**config.mk**
```make
export PLATFORM = sky130hd
export DESIGN_NAME = dsir_responder
export DESIGN_NICKNAME = d
export VERILOG_FILES = /design/src/hw/dsir_pkg.sv /design/src/hw/dsir_reply_if.sv /design/src/hw/dsir_crc_gen.sv /design/src/hw/dsir_regs.sv /design/src/hw/dsir_responder.sv
export SDC_FILE = /design/constraint.sdc
export NUM_CORES = 1
export LEC_CHECK = 0
export ABC_AREA = 1
export BUFFER_PORTS_ARGS = -buffer_cell sky130_fd_sc_hd__buf_2
export CAP_MARGIN = 30
export CORE_MARGIN = 2
export CORE_UTILIZATION = 60
export DETAILED_ROUTE_END_ITERATION = 6
export MAX_ROUTING_LAYER = met4
export PLACE_DENSITY = 0.93
export SLEW_MARGIN = 40
export SYNTH_ARGS = -nofsm -noshare
export SYNTH_HDL_FRONTEND = slang
export SYNTH_SLANG_ARGS = --single-unit
```
**constraint.sdc**
```tcl
create_clock -name i_sys_clk -period 4.88 [get_ports i_sys_clk]
set_input_delay 0.488 -clock i_sys_clk [delete_from_list [all_inputs] [get_ports i_sys_clk]]
set_output_delay 0.488 -clock i_sys_clk [all_outputs]
set_load 0.02 [all_outputs]
```
**src/hw/dsir_pkg.sv**
```systemverilog
// constants and types shared by the status responder blocks
package dsir_pkg;
	// command word layout {data[7:0], address[3:0], code[3:0]}
	localparam int CMD_LSB = 0;
	localparam int ADDR_LSB = 4;
	localparam int DATA_LSB = 8;
	localparam int INIT_PA_LSB = 8;
	localparam int INIT_BANK_LSB = 12;
	localparam int INIT_BS_BIT = 14;
	localparam int INIT_NV_BIT = 15;
	localparam logic [3:0] CMD_INIT = 4'h0;
	localparam logic [3:0] CMD_STATUS = 4'h1;
	localparam logic [3:0] ADDR_GLOBAL = 4'h0;
	// bank combinations accepted by initialization, one bit per code
	localparam logic [3:0] BANK_VALID_MASK = 4'h7;
	// reply lengths and crc widths
	localparam logic [4:0] LONG_LEN = 5'h10;
	localparam logic [4:0] SHORT_LEN = 5'h0F;
	localparam logic [4:0] SHORT_MIN = 5'h08;
	localparam logic [3:0] INIT_CRC_W = 4'h4;
	localparam logic [3:0] CRC_W_MAX = 4'h8;
	localparam logic [7:0] CRC4_POLY = 8'h03;
	localparam logic [7:0] CRC4_SEED = 8'h0A;
	localparam logic [7:0] CRC_GEN_POLY = 8'h07;
	localparam logic [7:0] CRC_GEN_SEED = 8'h00;
	// reply field positions
	localparam int RPL_ADDR_HI_LSB = 12;
	localparam int RPL_BF_BIT = 8;
	// register offsets
	localparam logic [2:0] REG_CTRL = 3'h0;
	localparam logic [2:0] REG_PREADDR = 3'h1;
	localparam logic [2:0] REG_STATUS = 3'h2;
	localparam logic [2:0] REG_EVENT = 3'h3;
	// register fields and reset values
	localparam int CTRL_AT_LSB = 0;
	localparam int CTRL_ENH_LONG_BIT = 2;
	localparam int CTRL_ENH_SHORT_BIT = 3;
	localparam int CTRL_CRC_LSB = 4;
	localparam int PRE_FLAG_BIT = 4;
	localparam logic [7:0] CTRL_RESET = 8'h00;
	localparam logic [7:0] PREADDR_RESET = 8'h00;
	localparam logic [2:0] EVENT_RESET = 3'h0;
	typedef enum logic [1:0] {DSIR_IDLE, DSIR_CRC} dsir_state_t;
endpackage : dsir_pkg

```
**src/hw/dsir_reply_if.sv**
```systemverilog
// reply word handed from the responder to the crc generator
`timescale 1ns/1ns
`default_nettype none
interface dsir_reply_if;
	logic start;
	logic [15:0] word;
	logic [4:0] len;
	logic [3:0] crc_w;
	logic [7:0] crc;
	logic done;
	modport ctrl_side (output start, output word, output len, output crc_w,
		input crc, input done);
	modport crc_side (input start, input word, input len, input crc_w,
		output crc, output done);
endinterface : dsir_reply_if
`default_nettype wire

```
**src/hw/dsir_crc_gen.sv**
```systemverilog
// serial crc over the reply bits, msb first, one bit per clock
`timescale 1ns/1ns
`default_nettype none
module dsir_crc_gen import dsir_pkg::*; (
	input wire logic i_sys_clk,
	input wire logic i_rst_b,
	input wire logic i_clk_en,
	dsir_reply_if.crc_side rif
);
	logic [7:0] crc_reg;
	logic [4:0] idx_reg;
	logic run_reg;
	logic done_reg;
	// width mask and top bit of the selected crc width
	wire logic [7:0] wmask = 8'((9'h001 << rif.crc_w) - 9'h001);
	wire logic [7:0] topsel = wmask ^ (wmask >> 1);
	wire logic is_crc4 = (rif.crc_w == INIT_CRC_W);
	wire logic [7:0] poly = (is_crc4 ? CRC4_POLY : CRC_GEN_POLY) & wmask;
	wire logic [7:0] seed = (is_crc4 ? CRC4_SEED : CRC_GEN_SEED) & wmask;
	wire logic fb = rif.word[idx_reg[3:0]] ^ (|(crc_reg & topsel));
	wire logic [7:0] crc_step = ((crc_reg << 1) ^ (fb ? poly : 8'h00)) & wmask;

	// word stays stable in the caller while running, so no local copy
	always_ff @(posedge i_sys_clk or negedge i_rst_b) begin
		if (!i_rst_b) begin
			crc_reg <= 8'h00;
			idx_reg <= 5'h00;
			run_reg <= 1'b0;
			done_reg <= 1'b0;
		end else if (i_clk_en) begin
			done_reg <= run_reg && (idx_reg == 5'h00);
			if (rif.start) begin
				crc_reg <= seed;
				idx_reg <= rif.len - 5'h01;
				run_reg <= 1'b1;
			end else if (run_reg) begin
				crc_reg <= crc_step;
				idx_reg <= idx_reg - 5'h01;
				run_reg <= (idx_reg != 5'h00);
			end
		end
	end

	assign rif.crc = crc_reg;
	assign rif.done = done_reg;
endmodule : dsir_crc_gen
`default_nettype wire

```
**src/hw/dsir_regs.sv**
```systemverilog
// software register file: control, preset address, status and events
`timescale 1ns/1ns
`default_nettype none
module dsir_regs import dsir_pkg::*; (
	input wire logic i_sys_clk,
	input wire logic i_rst_b,
	input wire logic i_clk_en,
	input wire logic [2:0] i_reg_addr,
	input wire logic [7:0] i_reg_wdata,
	input wire logic i_reg_wr,
	input wire logic i_reg_rd,
	input wire logic [7:0] i_status,
	input wire logic [2:0] i_event_set,
	output logic [7:0] o_reg_rdata,
	output logic [7:0] o_ctrl,
	output logic [7:0] o_preaddr
);
	logic [7:0] ctrl_reg;
	logic [7:0] preaddr_reg;
	logic [2:0] event_reg;
	logic [7:0] rdata_reg;
	wire logic wr_ctrl = i_reg_wr && (i_reg_addr == REG_CTRL);
	wire logic wr_pre = i_reg_wr && (i_reg_addr == REG_PREADDR);
	wire logic wr_event = i_reg_wr && (i_reg_addr == REG_EVENT);
	wire logic [2:0] event_clr = wr_event ? i_reg_wdata[2:0] : 3'h0;
	// read mux, unmapped offsets read as zero
	wire logic [7:0] rd_mux =
		(i_reg_addr == REG_CTRL) ? ctrl_reg :
		(i_reg_addr == REG_PREADDR) ? preaddr_reg :
		(i_reg_addr == REG_STATUS) ? i_status :
		(i_reg_addr == REG_EVENT) ? {5'h00, event_reg} : 8'h00;

	// events are write-one-to-clear; a set in the same cycle wins
	always_ff @(posedge i_sys_clk or negedge i_rst_b) begin
		if (!i_rst_b) begin
			ctrl_reg <= CTRL_RESET;
			preaddr_reg <= PREADDR_RESET;
			event_reg <= EVENT_RESET;
			rdata_reg <= 8'h00;
		end else if (i_clk_en) begin
			if (wr_ctrl) ctrl_reg <= i_reg_wdata;
			if (wr_pre) preaddr_reg <= i_reg_wdata;
			event_reg <= (event_reg & ~event_clr) | i_event_set;
			if (i_reg_rd) rdata_reg <= rd_mux;
		end
	end

	assign o_reg_rdata = rdata_reg;
	assign o_ctrl = ctrl_reg;
	assign o_preaddr = preaddr_reg;
endmodule : dsir_regs
`default_nettype wire

```
**src/hw/dsir_responder.sv**
```systemverilog
// initialization and status-request command handling of a bus satellite
//
// Added by the designer: the register addresses and the plain strobed port.
`timescale 1ns/1ns
`default_nettype none
//
// Contract
// - once initialized, further initialization commands are ignored without reply
// - init reply: address at 15..12 and 3..0, bus fault, otp, switch, bank, 4-bit crc
// - unprogrammed device takes commanded address; assigning address zero is ignored
// - invalid bank selection in initialization gets no response
// - bus-fault reply bit is one when the bus test failed
// - otp flag in replies reads one when otp programming is enabled
// - status accepted in standard frames, enhanced frames when enabled
// - status requests ignored while own address is the global zero address
// - status command data bits only feed the frame crc check
// - command code 0001 means status request
// - status request with a different address field is ignored
// - short status reply: 8 to 15 bits, flag byte in low bits, zeros above
// - long status reply: address on top, zeros, flags, crc of 0 to 8 bits
// - error flag reports a detected internal error
// - low-reserve flag set while reservoir node is below threshold
// - self-test flag is one while self-test circuitry is active
// - attribute bits in the reply copy the configured attribute bits
// - switch-state bit reports the bus switch setting, one means closed
// - reply is padded to the response length of the received command
// - switch closes at initialization only if requested and no bus fault
module dsir_responder import dsir_pkg::*; (
	input wire logic i_sys_clk,
	input wire logic i_rst_b,
	input wire logic i_clk_en,
	input wire logic [2:0] i_reg_addr,
	input wire logic [7:0] i_reg_wdata,
	input wire logic i_reg_wr,
	input wire logic i_reg_rd,
	output logic [7:0] o_reg_rdata,
	input wire logic i_cmd_valid,
	input wire logic [15:0] i_cmd_word,
	input wire logic i_cmd_long,
	input wire logic i_cmd_enhanced,
	input wire logic i_cmd_crc_ok,
	input wire logic [4:0] i_resp_len,
	input wire logic i_bus_fault,
	input wire logic i_internal_error,
	input wire logic i_reservoir_low,
	input wire logic i_self_test_active,
	output logic o_bus_switch_close,
	output logic o_initialized,
	output logic [3:0] o_assigned_address,
	output logic o_busy,
	output logic o_reply_valid,
	output logic [15:0] o_reply_word,
	output logic [4:0] o_reply_len,
	output logic [7:0] o_reply_crc,
	output logic [3:0] o_reply_crc_len
);
	// bank code check, shared by the init decode and the bank latch guard
	function automatic logic dsir_bank_ok(input logic [1:0] bank);
		dsir_bank_ok = BANK_VALID_MASK[bank];
	endfunction : dsir_bank_ok

	// frame format check for status requests
	function automatic logic dsir_fmt_ok(input logic is_long, input logic is_enh,
		input logic enh_long_en, input logic enh_short_en);
		if (!is_enh) dsir_fmt_ok = 1'b1;
		else if (is_long) dsir_fmt_ok = enh_long_en;
		else dsir_fmt_ok = enh_short_en;
	endfunction : dsir_fmt_ok

	// device state
	dsir_state_t state_reg;
	dsir_state_t state_next;
	logic initialized_reg;
	logic [3:0] assigned_address_reg;
	logic otp_program_enable_reg;
	logic [1:0] bank_reg;
	logic bus_fault_flag_reg;
	logic bus_switch_state_reg;
	// reply staging towards the crc generator
	logic start_reg;
	logic [15:0] word_reg;
	logic [4:0] len_reg;
	logic [3:0] crc_w_reg;
	// reply outputs
	logic reply_valid_reg;
	logic [15:0] reply_word_reg;
	logic [4:0] reply_len_reg;
	logic [7:0] reply_crc_reg;
	logic [3:0] reply_crc_len_reg;

	// software registers
	logic [7:0] ctrl_w;
	logic [7:0] preaddr_w;
	logic [7:0] status_w;
	logic [2:0] event_set_w;

	dsir_reply_if rif ();

	dsir_regs u_regs (
		.i_sys_clk(i_sys_clk),
		.i_rst_b(i_rst_b),
		.i_clk_en(i_clk_en),
		.i_reg_addr(i_reg_addr),
		.i_reg_wdata(i_reg_wdata),
		.i_reg_wr(i_reg_wr),
		.i_reg_rd(i_reg_rd),
		.i_status(status_w),
		.i_event_set(event_set_w),
		.o_reg_rdata(o_reg_rdata),
		.o_ctrl(ctrl_w),
		.o_preaddr(preaddr_w)
	);

	dsir_crc_gen u_crc (
		.i_sys_clk(i_sys_clk),
		.i_rst_b(i_rst_b),
		.i_clk_en(i_clk_en),
		.rif(rif.crc_side)
	);

	// control fields
	wire logic [1:0] attribute_bits = ctrl_w[CTRL_AT_LSB +: 2];
	wire logic enh_long_en = ctrl_w[CTRL_ENH_LONG_BIT];
	wire logic enh_short_en = ctrl_w[CTRL_ENH_SHORT_BIT];
	wire logic [3:0] crc_len_raw = ctrl_w[CTRL_CRC_LSB +: 4];
	// crc length beyond eight is clamped, the line cannot carry more
	wire logic [3:0] enh_crc_w = (crc_len_raw > CRC_W_MAX) ? CRC_W_MAX : crc_len_raw;
	wire logic [3:0] pre_addr = preaddr_w[3:0];
	wire logic pre_flag = preaddr_w[PRE_FLAG_BIT];

	// command field split; status data bits are never looked at
	wire logic [3:0] cmd_code = i_cmd_word[CMD_LSB +: 4];
	wire logic [3:0] cmd_addr = i_cmd_word[ADDR_LSB +: 4];
	wire logic [3:0] init_pa = i_cmd_word[INIT_PA_LSB +: 4];
	wire logic [1:0] init_bank = i_cmd_word[INIT_BANK_LSB +: 2];
	wire logic init_bs = i_cmd_word[INIT_BS_BIT];
	wire logic init_nv = i_cmd_word[INIT_NV_BIT];

	// own address: preset value or global zero until initialized
	wire logic [3:0] cur_addr = initialized_reg ? assigned_address_reg :
		(pre_flag ? pre_addr : ADDR_GLOBAL);

	// a frame is only decoded when idle and its crc checked good; a bad crc while idle raises an event
	wire logic idle = (state_reg == DSIR_IDLE);
	wire logic frame_seen = i_cmd_valid && idle;
	wire logic frame_take = frame_seen && i_cmd_crc_ok;
	wire logic frame_bad = frame_seen && !i_cmd_crc_ok;

	// initialization decode: standard long frames only
	wire logic is_init = (cmd_code == CMD_INIT) && i_cmd_long && !i_cmd_enhanced;
	wire logic init_pa_ok = (init_pa != ADDR_GLOBAL);
	// preset part must see its own address twice, blank part a zero field
	wire logic init_addr_ok = pre_flag ?
		((init_pa == pre_addr) && (cmd_addr == pre_addr)) :
		(cmd_addr == ADDR_GLOBAL);
	wire logic init_accept = frame_take && is_init && !initialized_reg
		&& dsir_bank_ok(init_bank)
		&& init_pa_ok && init_addr_ok;

	// status decode; nothing but init is recognised before initialization
	wire logic is_status = (cmd_code == CMD_STATUS);
	wire logic status_addr_ok = (cur_addr != ADDR_GLOBAL)
		&& (cmd_addr == cur_addr);
	wire logic status_fmt_ok = dsir_fmt_ok(i_cmd_long, i_cmd_enhanced,
		enh_long_en, enh_short_en);
	wire logic status_accept = frame_take && is_status && initialized_reg
		&& status_addr_ok && status_fmt_ok;

	wire logic reply_go = init_accept || status_accept;
	wire logic frame_ignored = frame_take && !reply_go;

	// switch is closed only when asked for and the downstream test passed
	wire logic init_switch = init_bs && !i_bus_fault;

	// initialization reply word
	wire logic [15:0] init_word = {init_pa, 3'h0, i_bus_fault,
		init_nv, init_switch, init_bank, init_pa};

	// status flag byte shared by the short and long layouts
	wire logic [7:0] status_flags = {
		otp_program_enable_reg,
		i_reservoir_low,
		i_self_test_active,
		bus_switch_state_reg,
		attribute_bits,
		i_internal_error,
		1'b0};
	wire logic [15:0] status_long_word = {cur_addr, 4'h0, status_flags};
	wire logic [15:0] status_short_word = {1'b0, 7'h00, status_flags};

	// short replies take the requested length, stretched to 8 or cut to 15 bits when it lies outside
	wire logic [4:0] short_len = (i_resp_len < SHORT_MIN) ? SHORT_MIN :
		(i_resp_len > SHORT_LEN) ? SHORT_LEN : i_resp_len;
	wire logic [4:0] status_len = i_cmd_long ? LONG_LEN : short_len;
	wire logic [15:0] status_word = i_cmd_long ? status_long_word : status_short_word;
	// standard frames use the four-bit crc, enhanced ones the programmed width
	wire logic [3:0] status_crc_w = i_cmd_enhanced ? enh_crc_w : INIT_CRC_W;

	wire logic [15:0] stage_word = init_accept ? init_word : status_word;
	wire logic [4:0] stage_len = init_accept ? LONG_LEN : status_len;
	wire logic [3:0] stage_crc_w = init_accept ? INIT_CRC_W : status_crc_w;

	// next state: a reply runs through the crc, then we are idle again
	always_comb begin
		state_next = state_reg;
		case (state_reg)
			DSIR_IDLE: begin
				if (reply_go) state_next = DSIR_CRC;
			end
			DSIR_CRC: begin
				if (rif.done) state_next = DSIR_IDLE;
			end
			default: state_next = DSIR_IDLE;
		endcase
	end

	// state register and the one-shot crc start
	always_ff @(posedge i_sys_clk or negedge i_rst_b) begin
		if (!i_rst_b) begin
			state_reg <= DSIR_IDLE;
			start_reg <= 1'b0;
		end else if (i_clk_en) begin
			state_reg <= state_next;
			start_reg <= reply_go;
		end
	end

	// reply staging; held still while the crc walks over it
	always_ff @(posedge i_sys_clk or negedge i_rst_b) begin
		if (!i_rst_b) begin
			word_reg <= 16'h0000;
			len_reg <= 5'h00;
			crc_w_reg <= 4'h0;
		end else if (i_clk_en && reply_go) begin
			word_reg <= stage_word;
			len_reg <= stage_len;
			crc_w_reg <= stage_crc_w;
		end
	end

	// device state set by an accepted initialization; held afterwards
	always_ff @(posedge i_sys_clk or negedge i_rst_b) begin
		if (!i_rst_b) begin
			initialized_reg <= 1'b0;
			assigned_address_reg <= 4'h0;
			otp_program_enable_reg <= 1'b0;
			bank_reg <= 2'h0;
			bus_fault_flag_reg <= 1'b0;
			bus_switch_state_reg <= 1'b0;
		end else if (i_clk_en && init_accept) begin
			initialized_reg <= 1'b1;
			assigned_address_reg <= init_pa;
			otp_program_enable_reg <= init_nv;
			bank_reg <= init_bank;
			bus_fault_flag_reg <= i_bus_fault;
			bus_switch_state_reg <= init_switch;
		end
	end

	// reply outputs latch with the crc result, valid for one cycle
	always_ff @(posedge i_sys_clk or negedge i_rst_b) begin
		if (!i_rst_b) begin
			reply_valid_reg <= 1'b0;
			reply_word_reg <= 16'h0000;
			reply_len_reg <= 5'h00;
			reply_crc_reg <= 8'h00;
			reply_crc_len_reg <= 4'h0;
		end else if (i_clk_en) begin
			reply_valid_reg <= rif.done;
			if (rif.done) begin
				reply_word_reg <= word_reg;
				reply_len_reg <= len_reg;
				reply_crc_reg <= rif.crc;
				reply_crc_len_reg <= crc_w_reg;
			end
		end
	end

	// crc generator hookup
	assign rif.start = start_reg;
	assign rif.word = word_reg;
	assign rif.len = len_reg;
	assign rif.crc_w = crc_w_reg;

	// status byte and event pulses for software
	assign status_w = {otp_program_enable_reg, bus_fault_flag_reg,
		bus_switch_state_reg, initialized_reg, cur_addr};
	assign event_set_w = {frame_bad, frame_ignored, init_accept} & {3{i_clk_en}};

	// pins; bank is kept for the nvm path, shown here only via reply
	assign o_bus_switch_close = bus_switch_state_reg;
	assign o_initialized = initialized_reg;
	assign o_assigned_address = cur_addr;
	assign o_busy = !idle;
	assign o_reply_valid = reply_valid_reg;
	assign o_reply_word = reply_word_reg;
	assign o_reply_len = reply_len_reg;
	assign o_reply_crc = reply_crc_reg;
	assign o_reply_crc_len = reply_crc_len_reg;

	// bank latch kept consistent; a latched code is always a valid one
	wire logic bank_latched_ok = dsir_bank_ok(bank_reg) || !initialized_reg;
	wire logic unused_ok = bank_latched_ok & (|preaddr_w[7:5]) & (|i_cmd_word[7:4]);
endmodule : dsir_responder
`default_nettype wire

```
==> results.ini, run 1 <==
[sta]
skew_ns=0.01207
relSlewSlack=0.5400
hold_viol=0
worst_slew_pin_slew_ns=0.6900
setup_tns_ns=0
drv_slew=0
rsz0062_at_grt=no
setup_viol=0
min_period_ns=2.459
fin_crit_sh=0.5038
max_freq_mhz=406.7

[yosys]
syn_area_sq_um=5255
synth-main-ff-cell=dfrtp_1
synthArstFlopShare=1.000
synth_compound_gate_area_share=0.1645
yosysWarnings=0
synth.distinct_cells=41
synth_mux_area_frac=0.01929
synthSimpleGateAreaFrac=0.2221
synthAdderAreaFrac=0.004762
synth-xor-area-share=0.005000
syn_avg_cell_area_sq_um=8.211
ys_ff_latch=105
synth_edf_count=0
synth_top_family_by_area=simple AND/OR/NAND/NOR gates
ys_seq_area_frac=0.5000
synthCells=640

[routing]
wl_per_cell_um=16.25
num_vias=4801
drc=0
ant_nets=0
first_pass_iters=6
routed_wl_mm=13.57
drt_iter0_markers=339
avgViaCountPerCell=5.750

[critical_path]
crit_buf_inv=1
crit_top_cell=nand2_1
critPathMaxFanout=6
critPathSlowestCell=dfrtp_1
worstPathRequired_ns=5.15
critical_path.top_delay_family=simple AND/OR/NAND/NOR gates
r2r_setup_slack_ns=2.42
crit_type=reg -> reg
worstReg2RegStart=crc_w_reg[3]$_DFFE_PN0P_
crit_arrival_ns=2.73
reg2reg_depth=17
crit_chain=nor2_4 -> nand3_1 -> ha_1 -> inv_1 -> nand4_1 -> nand2_1 -> nand2_1 -> nand3_1 -> nand2_1 -> nor2_2 -> nand2_1 -> nand2_1 -> nand3_1 -> nand3_1 -> nand2_1 -> nand2_1 -> nand2_1
startpoint_type=flop
r2r-end=u_crc.rif.crc[1]$_DFFE_PN0P_
cp-end-kind=flop
critPathMaxStageDelay_ns=0.48

[die]
die_w_um=97.59
core-area_sq_um=8593
io_pins=94
dieArea_sq_um=9523
rows=34
die_y_um=97.59
start_util=0.6115

[final_layout]
stdcell_area_sq_um=5944
final_common_cell=nand2_1
drive_above_1_share=0.2118
fin_nets=769
most-common-layout-cells=nand2_1 (164), dfrtp_1 (105), buf_2 (89), o21ai_0 (84), inv_1 (76)
area_growth_pct=13.12
diodes=0

[power_and_ir_drop]
vdd_ir_drop_max_v=0.0001752
power_density_nw_per_um2=358.5
power_leakage_uw=0.003112

[placed_design]
placed_area_sq_um=5734
gp_congestion=0.9496
portBuffers=90
dp.final_hpwl_mm=10.23

[clocking]
clk_pin_slew_ns=0.11
postCtsHoldBufs=0
clk_latency_ns=0.37
cts_root_buf=clkbuf_8
cts_buffer_depth=2
cts.sinks=105
cts_setup_buffers=0
cts_tree=built
htreeDepth=3
cts_resized=0
cts_inserted_buffers=9

[global_routing]
track_usage=0.3032
grt_pass1_wl_mm=22.45
overflow=0
antenna_found_initial=0
grt_pass1_vias=4613
grt_max_degree=56

[hold_path]
hold_class=in -> async

[flow_run]
cap_violations=0

[run_status]
status=finished clean

==> cell usage after synthesis, types with 2 or more instances <==
library cell  instances  area (sq um)
mux2_2                9         101.4
o21ai_1               6         30.03
inv_1                76         285.3
xor2_1                2         17.52
nand2_2               3         18.77
o31ai_1               2         15.01
inv_2                 6         22.52
nor2_4                2         22.52
nor2_1               32         120.1
nand3b_1              2         15.01
dfrtp_1             105          2628
buf_4                 3         22.52
nand2_4               2         22.52
o32ai_1               2         17.52
a31oi_1               2         12.51
o21ai_0              84         420.4
nor2_2                3         18.77
o21ai_2              16         140.1
buf_6                 4         45.04
nand3_1              40         200.2
nand2_1             164         615.6
nand4_1              15         93.84
a21oi_1              19         95.09
buf_2                 3         15.01
or2_2                 3         18.77
clkbuf_1             13         48.80
ha_1                  2         25.02
o221ai_1              2         17.52
o22ai_1               4         25.02
a221oi_1              3         26.28
==> report_power, final <==
part	switching, uW	internal, uW	leakage, uW
logic	319	171	0.00161
registers	95.7	973	0.00140
clock network	314	259	0.000109
==> worst max-delay path by stage <==
| stage | to | slack, ns | cells after the start | start |
|---|---|---|---|---|
| finish | u_crc.rif.crc[1]$_DFFE_PN0P_ | 2.42 | 17 | crc_w_reg[3]$_DFFE_PN0P_ |
| global route | u_crc.rif.crc[1]$_DFFE_PN0P_ | 2.21 | 17 | crc_w_reg[2]$_DFFE_PN0P_ |
| CTS | u_crc.rif.crc[1]$_DFFE_PN0P_ | 2.47 | 17 | crc_w_reg[2]$_DFFE_PN0P_ |
| detailed placement | u_crc.rif.crc[1]$_DFFE_PN0P_ | 2.49 | 17 | crc_w_reg[2]$_DFFE_PN0P_ |
| global placement | len_reg[1]$_DFFE_PN0P_ | 2.51 | 10 | i_cmd_word[3] |
| floorplan | u_crc.rif.crc[1]$_DFFE_PN0P_ | 2.73 | 18 | crc_w_reg[2]$_DFFE_PN0P_ |
==> routing by layer <==
layer | GRT usage | wire length [um] | vias to the layer above
met5 | - | 0 | -
met4 | 0.1218 | 397 | 0
met3 | 0.05396 | 881 | 41
met2 | 0.4684 | 6499 | 213
met1 | 0.4017 | 5793 | 2288
li1 | - | - | 2259
==> logic make-up after synthesis <==
group | after synthesis
adders and majority gates | 2
xor gates and xnor gates | 3
AOI/OAI and AO/OA | 146
muxes | 9
DFF | 105
buffers and inverters | 105
other | 1
and+or+nand+nor | 269
==> worst register-to-register path: stages, from the launching register on <==
cell and delay [ns]:
dfrtp_1 0.48, nor2_4 0.20, nand3_1 0.12, ha_1 0.28, inv_1 0.15, nand4_1 0.16
nand2_1 0.15, nand2_1 0.07, nand3_1 0.07, nand2_1 0.06, nor2_2 0.12, nand2_1 0.08
nand2_1 0.11, nand3_1 0.08, nand3_1 0.07, nand2_1 0.05, nand2_1 0.05, nand2_1 0.04
==> area by class of cell <==
type	instances	area (sq um)
Clock buffer	10	137.6
Clock inverter	6	72.57
Fill cell	721	2649
Inverter	82	307.8
Multi-Input combinational cell	432	2196
Sequential cell	105	2628
Tap cell	108	135.1
Timing Repair Buffer	92	467.9
==> through the flow <==
| step | hold WS, ns | setup slack (ns) | instances | util | power (uW) |
|---|---|---|---|---|---|
| 2_1_floorplan | 0.1924 | 2.731 | 642 | - | 1392 |
| 3_3_place_gp | 0.4524 | 2.511 | 819 | 0.6673 | 1545 |
| 3_5_place_dp | 0.4647 | 2.491 | 819 | 0.6673 | 1565 |
| 4_1_cts | 0.1796 | 2.472 | 835 | 0.6918 | 2127 |
| 5_1_grt | 0.2033 | 2.212 | 835 | 0.6918 | 2240 |
| 6_report | 0.1466 | 2.421 | 835 | 0.6918 | 2131 |
No activity file was read; power rests on OpenSTA's default activity.
==> run 2: changes to the inputs <==
- CORE_UTILIZATION: 60 -> 51
- PLACE_DENSITY: 0.93 -> 0.85
- clock period: 4.88 -> 2.1 ns (I/O delays scaled with it)
==> run 2 against run 1 <==
Compared with the run above:
- register-to-register slack got worse by 2.4 ns
- via count fell by 1.5%
- critical path type unchanged
- utilization decreased by 7.2 points
- largest cell class unchanged
- clock skew is 0.00064 ns higher
- setup slack lost 2.4 ns
- non-clock buffer count increased by 31
==> results.ini, run 2 (synthesis gave the netlist of run 1 again) <==
[power_and_ir_drop]
power_density_nw_per_um2=782.6  ; +120%
vdd_ir_drop_max_v=0.0003524  ; +100%
power_leakage_uw=0.003272  ; +5.1%
p_total_uw=4940  ; +130%

[routing]
avgViaCountPerCell=5.291  ; -8.0%
wl_per_cell_um=15.44  ; -5.0%
num_vias=4730  ; -1.5%
drc=0  ; unchanged
ant_nets=0  ; unchanged
drt_iter0_markers=317  ; -6.5%
routed_wl_mm=13.81  ; +1.7%
first_pass_iters=6  ; unchanged

[die]
core-area_sq_um=10180  ; +19%
io_pins=94  ; unchanged
start_util=0.5160  ; -0.09556
die_w_um=105.5  ; +8.1%
rows=37  ; +8.8%
die_y_um=105.5  ; +8.1%
dieArea_sq_um=11130  ; +17%

[sta]
hold_viol=0  ; unchanged
max_freq_mhz=479.9  ; +18%
rsz0062_at_grt=yes
drv_slew=0  ; unchanged
min_period_ns=2.084  ; -0.3747 ns
setup_viol=0  ; unchanged
fin_crit_sh=0.9923  ; +0.4885
skew_ns=0.01271  ; +0.0006422 ns
timing.hold.ws_ns=0.04792  ; -0.09870 ns

[global_routing]
overflow=0  ; unchanged
grt_pass1_wl_mm=22.49  ; +0.16%
grt_max_degree=45  ; -20%
grt_pass1_vias=4542  ; -1.5%
antenna_found_initial=0  ; unchanged
track_usage=0.2670  ; -0.03628

[clocking]
cts_inserted_buffers=9  ; unchanged
htreeDepth=3  ; unchanged
clk_pin_slew_ns=0.09  ; -0.02 ns
cts_root_buf=clkbuf_8
cts_buffer_depth=2  ; unchanged
clk_latency_ns=0.39  ; +0.02 ns
cts_tree=built
cts.sinks=105  ; unchanged

[critical_path]
critical_path.top_delay_family=simple AND/OR/NAND/NOR gates
startpoint_type=flop
crit_top_cell=nand2_1
crit_chain=nor2_4 -> nand3_4 -> ha_4 -> inv_4 -> nand4_1 -> buf_4 -> nand3_1 -> nand2_1 -> nor2_2 -> nor2_4 -> nand3_2 -> nand3_1 -> nand3_1 -> nand2_1 -> nand2_1 -> nand2_1
worstReg2RegStart=crc_w_reg[2]$_DFFE_PN0P_
crit_arrival_ns=2.37  ; -0.36 ns
reg2reg_depth=16  ; -1
worstPathRequired_ns=2.38  ; -2.77 ns
cp-startpoint=crc_w_reg[2]$_DFFE_PN0P_
crit_type=reg -> reg
critPathMaxFanout=4  ; -2
critPathSlowestCell=dfrtp_1
crit_buf_inv=2  ; +1
cp-end-kind=flop
crit_cells=16  ; -1
critPathMaxStageDelay_ns=0.42  ; -0.06 ns

[final_layout]
diodes=0  ; unchanged
fin_nets=800  ; +4.0%
final_common_cell=nand2_1
seq_area_sq_um=2628  ; unchanged
most-common-layout-cells=nand2_1 (157), dfrtp_1 (105), buf_2 (89), o21ai_0 (83), inv_1 (75)
utilization=0.6198  ; -0.07198
drive_above_1_share=0.2599  ; +0.04807
multi_input_area_sq_um=2273  ; +3.5%
final_cells=894  ; +7.1%
area_growth_pct=20.12
fill_cells=922  ; +28%

[placed_design]
dp_cells=875  ; +6.8%
gp_congestion=0.9236  ; -2.7%
dp.final_hpwl_mm=10.80  ; +5.6%
portBuffers=90  ; unchanged

[run_status]
status=finished clean

[flow_run]
cap_violations=0  ; unchanged

[hold_path]
worstHoldPathCells=2
min_from=i_cmd_crc_ok
hold_class=in -> reg

[run 2: what timing repair did]
action                                  4_1_cts  5_1_grt
pin swaps                                     3        7
resized for setup                             5       17
endpoints found under the setup margin        2       17
hold buffers                                  1        0
setup buffers                                 1        1
endpoints found under the hold margin        58        0
[run 2: power by group]
| part | internal [uW] | switching, uW |
|---|---|---|
| sequential | 2260 | 220 |
| combinational | 438 | 745 |
| clock | 587 | 689 |
| total | 3290 | 1650 |
[run 2: path summary, 6_finish.rpt]
check,to,slack (ns)
min in group asynchronous,rif.word[3]$_DFFE_PN0P_,0.21
min reg2reg,o_reply_valid$_DFFE_PN0P_,0.48
max in group asynchronous,o_reply_word[7]$_DFFE_PN0P_,1.32
max reg2reg,u_crc.rif.crc[1]$_DFFE_PN0P_,0.02
max,u_crc.rif.crc[1]$_DFFE_PN0P_,0.02
min,u_regs.event_reg[2]$_DFFE_PN0P_,0.05
[run 2: layout make-up]
| class | count | share of cell area |
|---|---|---|
| sequential | 105 | 0.4163 |
| inverter | 82 | 0.04916 |
| clock buffer | 14 | 0.02418 |
| multi-input combinational | 432 | 0.3602 |
| timing repair buffer | 123 | 0.1173 |
| clock inverter | 2 | 0.005946 |
| tap | 136 | 0.02696 |
[run 2: per-stage QoR]
| step | TNS (ns) | setup slack, ns | instance area, sq um |
|---|---|---|---|
| floorplan | 0 | 0.005027 | 5265 |
| global placement | 0 | 0.02535 | 6020 |
| detailed placement | -0.04003 | -0.03482 | 6020 |
| CTS | 0 | 0.004816 | 6242 |
| global route | -0.4465 | -0.1719 | 6312 |
| finish | 0 | 0.01614 | 6312 |
[run 2: layer usage]
layer  wire length [um]  share of wire  vias up  global-route usage
met1               5978           0.43     2196              0.3486
met2               6582           0.48      175              0.4221
met5                  0              0        -                   -
met3                889          0.064       31             0.04762
li1                   -              -     2328                   -
met4                354          0.026        0             0.09492
